[config.mk]
export PLATFORM = sky130hd
export DESIGN_NAME = tfp_timer16_pwm
export DESIGN_NICKNAME = d
export VERILOG_FILES = /design/src/core/tfp_pkg.sv /design/src/core/tfp_out_unit.sv /design/src/core/tfp_timer16_pwm.sv
export SDC_FILE = /design/constraint.sdc
export NUM_CORES = 1
export LEC_CHECK = 0
export ABC_AREA = 1
export BUFFER_PORTS_ARGS = -buffer_cell sky130_fd_sc_hd__buf_2
export CAP_MARGIN = 10
export CORE_ASPECT_RATIO = 1.4
export CORE_UTILIZATION = 54
export DETAILED_ROUTE_END_ITERATION = 8
export HOLD_SLACK_MARGIN = 0.03
export PLACE_DENSITY = 0.76
export RECOVER_POWER = 50
export SLEW_MARGIN = 20
export SYNTH_ARGS = -nofsm -noshare
export SYNTH_HDL_FRONTEND = slang
export SYNTH_SLANG_ARGS = --single-unit
[constraint.sdc]
create_clock -name ref_clk_i -period 2.2 [get_ports ref_clk_i]
set_input_delay 0.11 -clock ref_clk_i [delete_from_list [all_inputs] [get_ports ref_clk_i]]
set_output_delay 0.11 -clock ref_clk_i [all_outputs]
set_load 0.05 [all_outputs]
[src/core/tfp_pkg.sv]
package tfp_pkg;
  localparam int TFP_CNT_W = 16;
  localparam int TFP_NUM_CH = 2;
  // register byte offsets
  localparam logic [7:0] TFP_OFS_CTRL = 8'h00;
  localparam logic [7:0] TFP_OFS_CMPA = 8'h04;
  localparam logic [7:0] TFP_OFS_CMPB = 8'h08;
  localparam logic [7:0] TFP_OFS_CAPT = 8'h0C;
  localparam logic [7:0] TFP_OFS_CNT = 8'h10;
  localparam logic [7:0] TFP_OFS_FLAGS = 8'h14;
  // control field positions
  localparam int TFP_CTRL_MODE_LSB = 0;
  localparam int TFP_CTRL_ACTB_LSB = 4;
  localparam int TFP_CTRL_ACTA_LSB = 6;
  localparam int TFP_CTRL_DIR_LSB = 8;
  localparam int TFP_CTRL_W = 10;
  // flag bit positions
  localparam int TFP_FLG_OVF = 0;
  localparam int TFP_FLG_CMPA = 1;
  localparam int TFP_FLG_CMPB = 2;
  localparam int TFP_FLG_CAPT = 3;
  localparam int TFP_FLG_W = 4;
  // waveform modes
  localparam logic [3:0] TFP_MODE_PC8 = 4'h1;
  localparam logic [3:0] TFP_MODE_PC9 = 4'h2;
  localparam logic [3:0] TFP_MODE_PC10 = 4'h3;
  localparam logic [3:0] TFP_MODE_FP8 = 4'h5;
  localparam logic [3:0] TFP_MODE_FP9 = 4'h6;
  localparam logic [3:0] TFP_MODE_FP10 = 4'h7;
  localparam logic [3:0] TFP_MODE_PC_CAPT = 4'hA;
  localparam logic [3:0] TFP_MODE_PC_CMPA = 4'hB;
  localparam logic [3:0] TFP_MODE_FP_CAPT = 4'hE;
  localparam logic [3:0] TFP_MODE_FP_CMPA = 4'hF;
  // output actions
  localparam logic [1:0] TFP_ACT_OFF = 2'h0;
  localparam logic [1:0] TFP_ACT_TOGGLE = 2'h1;
  // limits and reset values
  localparam logic [15:0] TFP_TOP8 = 16'h00FF;
  localparam logic [15:0] TFP_TOP9 = 16'h01FF;
  localparam logic [15:0] TFP_TOP10 = 16'h03FF;
  localparam logic [15:0] TFP_CEIL = 16'hFFFF;
  localparam logic [15:0] TFP_FLOOR = 16'h0000;
  localparam logic [15:0] TFP_ONE = 16'h0001;
  localparam logic [15:0] TFP_CNT_RST = 16'h0000;
  localparam logic [TFP_CTRL_W-1:0] TFP_CTRL_RST = 10'h000;
  localparam logic [TFP_FLG_W-1:0] TFP_FLG_RST = 4'h0;
  typedef enum logic {DIR_UP, DIR_DOWN} tfp_dir_t;
endpackage : tfp_pkg

[src/core/tfp_out_unit.sv]
module tfp_out_unit
  import tfp_pkg::*;
(
  // clock and reset
  input wire logic ref_clk_i,
  input wire logic rst_i,
  // timing events
  input wire logic tick_i,
  input wire logic fast_i,
  input wire logic phase_i,
  input wire logic count_up_i,
  input wire logic match_i,
  input wire logic wrap_i,
  input wire logic cmp_is_top_i,
  input wire logic cmp_is_floor_i,
  // configuration
  input wire logic [1:0] action_i,
  input wire logic toggle_ok_i,
  input wire logic pin_dir_i,
  // pin
  output logic pin_o,
  output logic pin_oe_o
);
  logic level_ff;
  logic nxt_level_ff;
  logic inv;

  always_comb begin
    inv = action_i[0];
    nxt_level_ff = level_ff;
    if (tick_i) begin
      if (action_i == TFP_ACT_TOGGLE) begin
        if (toggle_ok_i && match_i) begin
          nxt_level_ff = ~level_ff;
        end
      end else if (action_i[1]) begin
        if (fast_i) begin
          // match beats wrap, so compare at limit stays constant
          if (match_i) begin
            nxt_level_ff = ~inv;
          end else if (wrap_i) begin
            nxt_level_ff = inv;
          end
        end else if (phase_i && match_i) begin
          if (cmp_is_top_i) begin
            nxt_level_ff = ~inv;
          end else if (cmp_is_floor_i) begin
            nxt_level_ff = inv;
          end else if (count_up_i) begin
            nxt_level_ff = inv;
          end else begin
            nxt_level_ff = ~inv;
          end
        end
      end
    end
  end

  always_ff @(posedge ref_clk_i) begin
    if (rst_i) begin
      level_ff <= 1'b0;
    end else begin
      level_ff <= nxt_level_ff;
    end
  end

  assign pin_o = level_ff;
  // drive only when pin is output
  assign pin_oe_o = pin_dir_i && (action_i != TFP_ACT_OFF);
endmodule // tfp_out_unit

[src/core/tfp_timer16_pwm.sv]
module tfp_timer16_pwm
  import tfp_pkg::*;
(
  // clock and reset
  input wire logic ref_clk_i,
  input wire logic rst_i,
  // prescaled tick
  input wire logic timer_tick_i,
  // wishbone slave
  input wire logic wb_cyc_i,
  input wire logic wb_stb_i,
  input wire logic wb_we_i,
  input wire logic [7:0] wb_adr_i,
  input wire logic [3:0] wb_sel_i,
  input wire logic [31:0] wb_dat_i,
  output logic [31:0] wb_dat_o,
  output logic wb_ack_o,
  // compare output pins
  output logic compare_a_output_o,
  output logic compare_a_output_oe_o,
  output logic compare_b_output_o,
  output logic compare_b_output_oe_o
);

  function automatic logic is_fast(input logic [3:0] m);
    is_fast = (m == TFP_MODE_FP8) || (m == TFP_MODE_FP9) || (m == TFP_MODE_FP10) ||
              (m == TFP_MODE_FP_CAPT) || (m == TFP_MODE_FP_CMPA);
  endfunction

  function automatic logic is_phase(input logic [3:0] m);
    is_phase = (m == TFP_MODE_PC8) || (m == TFP_MODE_PC9) || (m == TFP_MODE_PC10) ||
               (m == TFP_MODE_PC_CAPT) || (m == TFP_MODE_PC_CMPA);
  endfunction

  // fixed limit for a mode, or ceiling when the limit is a register
  function automatic logic [15:0] fixed_top(input logic [3:0] m);
    if (m == TFP_MODE_FP8 || m == TFP_MODE_PC8) begin
      fixed_top = TFP_TOP8;
    end else if (m == TFP_MODE_FP9 || m == TFP_MODE_PC9) begin
      fixed_top = TFP_TOP9;
    end else if (m == TFP_MODE_FP10 || m == TFP_MODE_PC10) begin
      fixed_top = TFP_TOP10;
    end else begin
      fixed_top = TFP_CEIL;
    end
  endfunction

  function automatic logic capt_is_top(input logic [3:0] m);
    capt_is_top = (m == TFP_MODE_FP_CAPT) || (m == TFP_MODE_PC_CAPT);
  endfunction

  function automatic logic cmpa_is_top(input logic [3:0] m);
    cmpa_is_top = (m == TFP_MODE_FP_CMPA) || (m == TFP_MODE_PC_CMPA);
  endfunction

  // byte lane merge for register writes
  function automatic logic [31:0] lane_merge(input logic [31:0] old_v, input logic [31:0] new_v,
                                             input logic [3:0] sel);
    logic [31:0] res;
    res = old_v;
    for (int b = 0; b < 4; b++) begin
      if (sel[b]) begin
        res[b*8 +: 8] = new_v[b*8 +: 8];
      end
    end
    lane_merge = res;
  endfunction

  // bus state
  logic ack_ff;
  logic nxt_ack_ff;
  logic [31:0] rdata_ff;
  logic [31:0] nxt_rdata_ff;
  // control and value registers
  logic [TFP_CTRL_W-1:0] ctrl_ff;
  logic [TFP_CTRL_W-1:0] nxt_ctrl_ff;
  logic [15:0] capt_ff;
  logic [15:0] nxt_capt_ff;
  logic [15:0] cmp_buf_ff [TFP_NUM_CH];
  logic [15:0] nxt_cmp_buf_ff [TFP_NUM_CH];
  logic [15:0] cmp_act_ff [TFP_NUM_CH];
  logic [15:0] nxt_cmp_act_ff [TFP_NUM_CH];
  // counter state
  logic [15:0] cnt_ff;
  logic [15:0] nxt_cnt_ff;
  tfp_dir_t dir_ff;
  tfp_dir_t nxt_dir_ff;
  logic [TFP_FLG_W-1:0] flags_ff;
  logic [TFP_FLG_W-1:0] nxt_flags_ff;
  // decoded controls and events
  logic [3:0] mode;
  logic [1:0] act_sel [TFP_NUM_CH];
  logic fast;
  logic phase;
  logic [15:0] top;
  logic at_top;
  logic fast_wrap;
  logic phase_top;
  logic floor_reach;
  logic update;
  logic [TFP_NUM_CH-1:0] match;
  logic wr;
  logic rd;
  logic [31:0] wmerge_ctrl;
  logic [31:0] wmerge_cmp [TFP_NUM_CH];
  logic [31:0] wmerge_capt;
  logic [31:0] wmerge_cnt;
  logic [TFP_NUM_CH-1:0] ch_pin;
  logic [TFP_NUM_CH-1:0] ch_oe;
  logic [TFP_NUM_CH-1:0] cmp_top;
  logic [TFP_NUM_CH-1:0] cmp_floor;

  assign mode = ctrl_ff[TFP_CTRL_MODE_LSB +: 4];
  assign act_sel[0] = ctrl_ff[TFP_CTRL_ACTA_LSB +: 2];
  assign act_sel[1] = ctrl_ff[TFP_CTRL_ACTB_LSB +: 2];
  assign fast = is_fast(mode);
  assign phase = is_phase(mode);

  always_comb begin
    if (capt_is_top(mode)) begin
      top = capt_ff;
    end else if (cmpa_is_top(mode)) begin
      top = cmp_act_ff[0];
    end else begin
      top = fixed_top(mode);
    end
  end

  assign at_top = (cnt_ff == top);
  assign fast_wrap = timer_tick_i && fast && at_top;
  assign phase_top = timer_tick_i && phase && at_top && (dir_ff == DIR_UP);
  assign floor_reach = timer_tick_i && phase && (dir_ff == DIR_DOWN) && (cnt_ff == TFP_ONE);
  assign update = fast_wrap || phase_top;

  generate
    for (genvar c = 0; c < TFP_NUM_CH; c++) begin : g_match
      assign match[c] = timer_tick_i && (fast || phase) && (cnt_ff == cmp_act_ff[c]);
      assign cmp_top[c] = (cmp_act_ff[c] == top);
      assign cmp_floor[c] = (cmp_act_ff[c] == TFP_FLOOR);
    end
  endgenerate

  // bus decode, one wait state then ack
  assign wr = wb_cyc_i && wb_stb_i && wb_we_i && ack_ff;
  // only reads load the read data, so it holds across writes
  assign rd = wb_cyc_i && wb_stb_i && !wb_we_i && !ack_ff;
  assign wmerge_ctrl = lane_merge({22'h000000, ctrl_ff}, wb_dat_i, wb_sel_i);
  assign wmerge_cmp[0] = lane_merge({16'h0000, cmp_buf_ff[0]}, wb_dat_i, wb_sel_i);
  assign wmerge_cmp[1] = lane_merge({16'h0000, cmp_buf_ff[1]}, wb_dat_i, wb_sel_i);
  assign wmerge_capt = lane_merge({16'h0000, capt_ff}, wb_dat_i, wb_sel_i);
  assign wmerge_cnt = lane_merge({16'h0000, cnt_ff}, wb_dat_i, wb_sel_i);

  always_comb begin
    nxt_ack_ff = wb_cyc_i && wb_stb_i && !ack_ff;
    nxt_rdata_ff = rdata_ff;
    if (rd) begin
      if (wb_adr_i == TFP_OFS_CTRL) begin
        nxt_rdata_ff = {22'h000000, ctrl_ff};
      end else if (wb_adr_i == TFP_OFS_CMPA) begin
        nxt_rdata_ff = {16'h0000, cmp_buf_ff[0]};
      end else if (wb_adr_i == TFP_OFS_CMPB) begin
        nxt_rdata_ff = {16'h0000, cmp_buf_ff[1]};
      end else if (wb_adr_i == TFP_OFS_CAPT) begin
        nxt_rdata_ff = {16'h0000, capt_ff};
      end else if (wb_adr_i == TFP_OFS_CNT) begin
        nxt_rdata_ff = {16'h0000, cnt_ff};
      end else if (wb_adr_i == TFP_OFS_FLAGS) begin
        nxt_rdata_ff = {28'h0000000, flags_ff};
      end else begin
        nxt_rdata_ff = 32'h00000000;
      end
    end
  end

  always_ff @(posedge ref_clk_i) begin
    if (rst_i) begin
      ack_ff <= 1'b0;
      rdata_ff <= 32'h00000000;
    end else begin
      ack_ff <= nxt_ack_ff;
      rdata_ff <= nxt_rdata_ff;
    end
  end

  assign wb_ack_o = ack_ff;
  assign wb_dat_o = rdata_ff;

  // control, capture and compare registers
  always_comb begin
    nxt_ctrl_ff = ctrl_ff;
    nxt_capt_ff = capt_ff;
    for (int c = 0; c < TFP_NUM_CH; c++) begin
      nxt_cmp_buf_ff[c] = cmp_buf_ff[c];
      if (update || !(fast || phase)) begin
        nxt_cmp_act_ff[c] = cmp_buf_ff[c];
      end else begin
        nxt_cmp_act_ff[c] = cmp_act_ff[c];
      end
    end
    if (wr) begin
      if (wb_adr_i == TFP_OFS_CTRL) begin
        nxt_ctrl_ff = wmerge_ctrl[TFP_CTRL_W-1:0];
      end else if (wb_adr_i == TFP_OFS_CMPA) begin
        nxt_cmp_buf_ff[0] = wmerge_cmp[0][15:0] & fixed_top(mode);
      end else if (wb_adr_i == TFP_OFS_CMPB) begin
        nxt_cmp_buf_ff[1] = wmerge_cmp[1][15:0] & fixed_top(mode);
      end else if (wb_adr_i == TFP_OFS_CAPT) begin
        nxt_capt_ff = wmerge_capt[15:0];
      end
    end
  end

  always_ff @(posedge ref_clk_i) begin
    if (rst_i) begin
      ctrl_ff <= TFP_CTRL_RST;
      capt_ff <= TFP_CNT_RST;
      for (int c = 0; c < TFP_NUM_CH; c++) begin
        cmp_buf_ff[c] <= TFP_CNT_RST;
        cmp_act_ff[c] <= TFP_CNT_RST;
      end
    end else begin
      ctrl_ff <= nxt_ctrl_ff;
      capt_ff <= nxt_capt_ff;
      for (int c = 0; c < TFP_NUM_CH; c++) begin
        cmp_buf_ff[c] <= nxt_cmp_buf_ff[c];
        cmp_act_ff[c] <= nxt_cmp_act_ff[c];
      end
    end
  end

  // counter and direction
  always_comb begin
    nxt_cnt_ff = cnt_ff;
    nxt_dir_ff = dir_ff;
    if (timer_tick_i && fast) begin
      nxt_dir_ff = DIR_UP;
      // single slope, limit plus one ticks
      if (at_top) begin
        nxt_cnt_ff = TFP_FLOOR;
      end else begin
        // missed limit runs on through ceiling
        nxt_cnt_ff = cnt_ff + TFP_ONE;
      end
    end else if (timer_tick_i && phase) begin
      if (dir_ff == DIR_UP) begin
        if (at_top) begin
          nxt_dir_ff = DIR_DOWN;
          nxt_cnt_ff = cnt_ff - TFP_ONE;
        end else begin
          nxt_cnt_ff = cnt_ff + TFP_ONE;
        end
      end else begin
        if (cnt_ff == TFP_FLOOR) begin
          nxt_dir_ff = DIR_UP;
          nxt_cnt_ff = cnt_ff + TFP_ONE;
        end else begin
          nxt_cnt_ff = cnt_ff - TFP_ONE;
        end
      end
    end
    if (wr && wb_adr_i == TFP_OFS_CNT) begin
      nxt_cnt_ff = wmerge_cnt[15:0];
    end
  end

  always_ff @(posedge ref_clk_i) begin
    if (rst_i) begin
      cnt_ff <= TFP_CNT_RST;
      dir_ff <= DIR_UP;
    end else begin
      cnt_ff <= nxt_cnt_ff;
      dir_ff <= nxt_dir_ff;
    end
  end

  // flags: clear first so that a same cycle event still sets
  always_comb begin
    nxt_flags_ff = flags_ff;
    if (wr && wb_adr_i == TFP_OFS_FLAGS && wb_sel_i[0]) begin
      nxt_flags_ff = flags_ff & ~wb_dat_i[TFP_FLG_W-1:0];
    end
    if (fast_wrap || floor_reach) begin
      nxt_flags_ff[TFP_FLG_OVF] = 1'b1;
    end
    if (update && capt_is_top(mode)) begin
      nxt_flags_ff[TFP_FLG_CAPT] = 1'b1;
    end
    if ((update && cmpa_is_top(mode)) || match[0]) begin
      nxt_flags_ff[TFP_FLG_CMPA] = 1'b1;
    end
    if (match[1]) begin
      nxt_flags_ff[TFP_FLG_CMPB] = 1'b1;
    end
  end

  always_ff @(posedge ref_clk_i) begin
    if (rst_i) begin
      flags_ff <= TFP_FLG_RST;
    end else begin
      flags_ff <= nxt_flags_ff;
    end
  end

  // output units
  generate
    for (genvar c = 0; c < TFP_NUM_CH; c++) begin : g_out
      tfp_out_unit u_out (
        .ref_clk_i(ref_clk_i),
        .rst_i(rst_i),
        .tick_i(timer_tick_i),
        .fast_i(fast),
        .phase_i(phase),
        .count_up_i(dir_ff == DIR_UP),
        .match_i(match[c]),
        .wrap_i(fast_wrap),
        .cmp_is_top_i(cmp_top[c]),
        .cmp_is_floor_i(cmp_floor[c]),
        .action_i(act_sel[c]),
        .toggle_ok_i((c == 0) && cmpa_is_top(mode)),
        .pin_dir_i(ctrl_ff[TFP_CTRL_DIR_LSB + c]),
        .pin_o(ch_pin[c]),
        .pin_oe_o(ch_oe[c])
      );
    end
  endgenerate

  assign compare_a_output_o = ch_pin[0];
  assign compare_a_output_oe_o = ch_oe[0];
  assign compare_b_output_o = ch_pin[1];
  assign compare_b_output_oe_o = ch_oe[1];
endmodule // tfp_timer16_pwm

# Yosys cells after proc, flatten, opt, wreduce, memory -nomap -nowiden
# Memories as Yosys holds them, arrays and structs flattened.
# Cells that the tools add are included.
dict set report totals {
  regBits 82
  ram_bits 64
  in_bits 50
  output_inout_bits 37
  elab_cells 203
  n_memories 2
}
# name words width rd rd_clocked_by_memory_dff write_ports line_no
set memory_table {}
lappend memory_table {cmp_act_ff 2 16 2 0 2 tfp_timer16_pwm.sv:81} ;# logic [15:0] cmp_act_ff [TFP_NUM_CH];
lappend memory_table {cmp_buf_ff 2 16 2 0 2 tfp_timer16_pwm.sv:79} ;# logic [15:0] cmp_buf_ff [TFP_NUM_CH];
dict set report op_classes {
  addsub 2
  eq_ne 28
  muxes 70
  bitwise 16
  reduce_logical 70
}
# operator count
set ops {}
lappend ops {{two-way mux 16 bit} 33}
lappend ops {{equality test 16 bit} 5}
lappend ops {{two-way mux 32 bit} 2}
lappend ops {{logical NOT 16 bit} 3}
lappend ops {{two-way mux 8 bit} 6}
lappend ops {{bitwise AND 16 bit} 2}
lappend ops {{two-way mux 1 bit} 27}
lappend ops {{logical AND 1 bit} 26}
lappend ops {{logical OR 1 bit} 18}
lappend ops {{adder 16 x 1 -> 16 bit, second input constant} 1}
lappend ops {{equality test 16 x 1 -> 1 bit, second input constant} 1}
lappend ops {{equality test 4 bit, second input constant} 4}
lappend ops {{equality test 8 x 4 -> 1 bit, second input constant} 2}
lappend ops {{equality test 8 x 5 -> 1 bit, second input constant} 2}
lappend ops {{nonzero test 2 bit} 8}
lappend ops {{subtractor 16 x 1 -> 16 bit, second input constant} 1}
lappend ops {{equality test 4 x 3 -> 1 bit, second input constant} 3}
lappend ops {{AND reduction 6 bit} 2}
lappend ops {{AND reduction 5 bit} 2}
lappend ops {{equality test 4 x 2 -> 1 bit, second input constant} 2}
lappend ops {{equality test 8 x 3 -> 1 bit, second input constant} 1}
lappend ops {{logical NOT 8 bit} 1}
lappend ops {{two-way mux 4 bit} 2}
lappend ops {{NOT 1 bit} 8}
lappend ops {{13 further kinds} 24}

# Depth between registers and ports, before layout
dict set report logic_depth {
  word_depth 15
  depth_mapped 20
  mapped_depth_nobuf 18
}

# Hierarchy
# A second synthesis with hierarchy kept.
dict set report unflattened {
  hier_cells 1270
  hier_area_um2 8640.8
}
# module n_inst cells_per_inst area_each_um2 seq_area_each_um2
set by_module_without_submodules {}
lappend by_module_without_submodules {tfp_timer16_pwm 1 1204 8310.5 2562.5}
lappend by_module_without_submodules {tfp_out_unit 2 33 165.2 20.0}

# Worst setup path after synthesis
# No wires, ideal clock.
dict set report synth_path {
  path_type {register -> register}
  from {register ack_ff, in the netlist wb_ack_o}
  to {register cnt_ff[2]}
  setup_time_ns 0.126
  arrival_ns 2.108
  required_time_ns 2.074
  slack_ns -0.034
  path_stages_with_launch 11
  path_buffers 1
  period_less_slack_ns 2.234
  cell_sequence {dfxtp_1 > inv_1 > nor3_1 > inv_1 > nor2_4 > nor2_1 > a21oi_1 > inv_1 > clkbuf_1 > o21ai_0 > a21oi_1}
}
dict set report synth_via {
  elab_chain_len 4
  elab_cells_between_ends 6
  cone_classes {1 x eq/ne; 1 x mux; 4 x reduce/logical}
}
# item line_no
set synth_lines {}
lappend synth_lines {{start: declaration} tfp_timer16_pwm.sv:70} ;# logic ack_ff;
lappend synth_lines {{start signal: assignment} tfp_timer16_pwm.sv:180} ;# ack_ff <= nxt_ack_ff;
lappend synth_lines {{logical AND 1 bit *} tfp_timer16_pwm.sv:144} ;# assign wr = wb_cyc_i && wb_stb_i && wb_we_i && ack_ff;
lappend synth_lines {{logical AND 1 bit *} tfp_timer16_pwm.sv:261} ;# if (wr && wb_adr_i == TFP_OFS_CNT) begin
lappend synth_lines {{inequality test 2 bit (no line) or nonzero test 3 bit (tied branches)} n/a}
lappend synth_lines {{AND reduction 2 bit (no line)} n/a}
lappend synth_lines {{end signal: assignment} tfp_timer16_pwm.sv:271} ;# cnt_ff <= nxt_cnt_ff;
lappend synth_lines {{end: declaration} tfp_timer16_pwm.sv:84} ;# logic [15:0] cnt_ff;
# Every way passes the cells marked *; elsewhere a longest branch is shown, timed or not.
# A chain may end at the register's enable or synchronous reset.

==> impl_metrics.yaml <==
outcome:
  outcome: "finished with violations"
  failed_checks: "negative setup slack"
yosys:
  syn_inst: 1329
  synth.top_cells.by_count: "298 x nand2_1, 164 x inv_1, 155 x nor2_1, 130 x dfxtp_1, 88 x a21oi_1"
  yosysMostFrequentCell: "nand2_1"
  synth-seq-cells: 130
  synthArstFlopShare: 0
  synth_area_leader_cell: "dfxtp_1"
  synth.distinct_cells: 45
  netlist_area_sq_um: 8580
  yosysTopAreaCellShare: 0.303
  synth.avg_cell_area_sq_um: 6.46
  synth-main-ff-cell: "dfxtp_1"
  ys_seq_area_frac: 0.303
  ys.warnings.count: 0
  synth_edf_count: 0
  yosys-top-cells-area: "dfxtp_1 30%, nand2_1 13%, inv_1 7.2%, nor2_1 6.8%, xor2_1 6.1%"
worst_setup_path:
  crit_type: "flop to flop"
  cp-start-kind: "flop"
  cp_max_fo: 9
  required_ps: 2500
  cp-end-kind: "flop"
  crit_arrival_ps: 2680
layout:
  area_growth_pct: 30.9
  seqCellArea_sq_um: 2620
  multi_input_area_sq_um: 5340
  n_fill_cell: 1297
  antenna_cells: 0
  fin_nets: 1574
  finish.instance_area_sq_um: 11200
  drive_gt1_frac: 0.241
die:
  die_h_um: 151
  start_util: 0.552
  num_io_pins: 87
  die_w_um: 109
  dieArea_sq_um: 16400
  coreArea_sq_um: 15500
  rows: 54
pwr:
  powerDensity_nw_per_um2: 500
  cellLeakagePower_nw: 5.20
  max-vdd-ir-drop_mv: 0.538
clock_network:
  clock_latency_ps: 430
  clockBufferDepth: 2
  tritoncts: "yes"
  cts_root_buf: "clkbuf_16"
  clkTransAtPathRegs_ps: 70
  cts.sink_count: 130
  cts-buffers-inserted: 17
  htreeDepth: 4
routing:
  wirelength_um: 33000
  drtPass1Iterations: 5
  drt_iter0_drc: 949
  drc: 0
  via_per_inst: 5.88
  vias: 10200
  wire_per_inst_um: 19.1
  antenna_left: 0
grt:
  grt_pass1_wl_um: 49600
  grt_max_degree: 65
  antenna_found_initial: 0
  grtUsageTotal: 0.404
  overflow: 0
  grt_pass1_vias: 9340
timing:
  period_needed_ps: 2380
  setup_ws_ps: -175
  finalSetupViolCount: 38
  worst_pin_slew_ps: 764
  timing.final.max_slew_violations: 0
  skew_ps: 13.8
  fmax_mhz: 421
  hold_viol_final: 0
  maxSlewHeadroom: 0.491
  rsz0062_at_grt: "yes"
  final.period_utilization: 1.08
  fin_tns_setup_ps: -4790
job:
  cap_viol_max_count: 0
placement:
  dp_hpwl_um: 23600
  place.gp.congestion: 1.03
  dp_slack_ps: -231
  io_buffers: 52
  placed_cell_area_sq_um: 9840
hold_path:
  hold_class: "input port to flop"
metal layers:
layer	wire, um	share of wire	vias to the layer above	track usage
met5	0	0	-	0
met4	2340	0.071	0	0.276
met3	2750	0.083	164	0.0783
met2	15600	0.47	630	0.657
met1	12400	0.37	4646	0.476
li1	-	-	4720	-
cell type report:
class                           count  area share
Multi-Input combinational cell    961       0.475
Sequential cell                   130       0.233
Timing Repair Buffer              238       0.159
Inverter                          172      0.0580
Clock buffer                       17      0.0379
Tap cell                          196      0.0218
Clock inverter                     14      0.0153
registers in the layout (all words and copies together), names as in the netlist:
| name | cells |
|---|---|
| ctrl_ff | 10 |
| cmp_buf_ff | 32 |
| dir_ff | 1 |
| flags_ff | 4 |
| cnt_ff | 16 |
| g_out.u_out.pin_o | 2 |
| wb_dat_o | 16 |
| cmp_act_ff | 32 |
| wb_ack_o | 1 |
| capt_ff | 16 |
power by group:
group	switching (mW)	internal (mW)	total (mW)
clock network	1.24	1.71	2.95
logic	0.234	0.0650	0.299
registers	0.00528	2.36	2.36
total	1.48	4.13	5.61
kinds of logic after synthesis:
kind of cell,Yosys count,synth area share
DFF,130,0.303
xor gates and xnor gates,67,0.0684
adders and majority gates,4,0.00583
other,1,0.000437
AOI/OAI and AO/OA,249,0.172
and+or+nand+nor,624,0.320
buffers and inverters,254,0.130
per-stage QoR:
step | util | hold slack [ps] | instances | power (mW)
floorplan | - | 259 | 1344 | 2.62
finish | 0.723 | 40.6 | 1728 | 5.61
detailed placement | 0.633 | 419 | 1659 | 2.70
CTS | 0.696 | 30.1 | 1715 | 5.60
global route | 0.723 | 44.9 | 1728 | 5.72
global placement | 0.633 | 413 | 1659 | 2.69
path summary, 6_finish.rpt:
path / from / to / slack (ps) / depth (start not counted)
worst max-delay path: ctrl_ff[0] / cmp_act_ff[0][24] / -180 / 19
worst min-delay path: wb_dat_i[5] / cmp_buf_ff[0][5] / 40 / 3
worst max register to register: ctrl_ff[0] / cmp_act_ff[0][24] / -180 / 19
worst min register to register: wb_dat_o[13] / wb_dat_o[13] / 470 / 2
placed cells by master (no fill, tap or decap), types with 13 or more instances in the layout:
cell type	n
xor2_1	60
conb_1	16
inv_1	159
nand4_1	33
a21oi_1	82
a221oi_1	16
nand3_2	13
buf_6	14
nor2_2	19
nand2_2	41
o221ai_1	19
nand2_1	250
a211oi_1	15
nor4_1	13
buf_4	150
clkbuf_16	17
nor3_1	17
nor2_1	135
buf_2	31
clkbuf_1	23
o21ai_0	79
nand3_1	63
dfxtp_1	125
worst max-delay path: stages (launching register included):
cell and delay [ps]:
dfxtp_4 400, buf_8 150, nor2_8 50, buf_12 140, nand2_4 60, buf_4 110
nand3_2 80, nand2_1 90, nand2_1 70, nor2_2 140, nand2_2 80, nor2_4 130
nand2_4 80, inv_2 70, nand3_4 70, nand3_4 170, buf_12 140, nand2_1 70
nand2_1 80, nor2_1 60
timing repair:
action,in CTS,in global routing
cloned,3,0
resized for setup,38,109
pin swaps,15,43
hold buffers,12,0
endpoints found under the setup margin,53,53
endpoints found under the hold margin,17,0
buffers inserted,10,17
(Power assumes the default switching activity.)
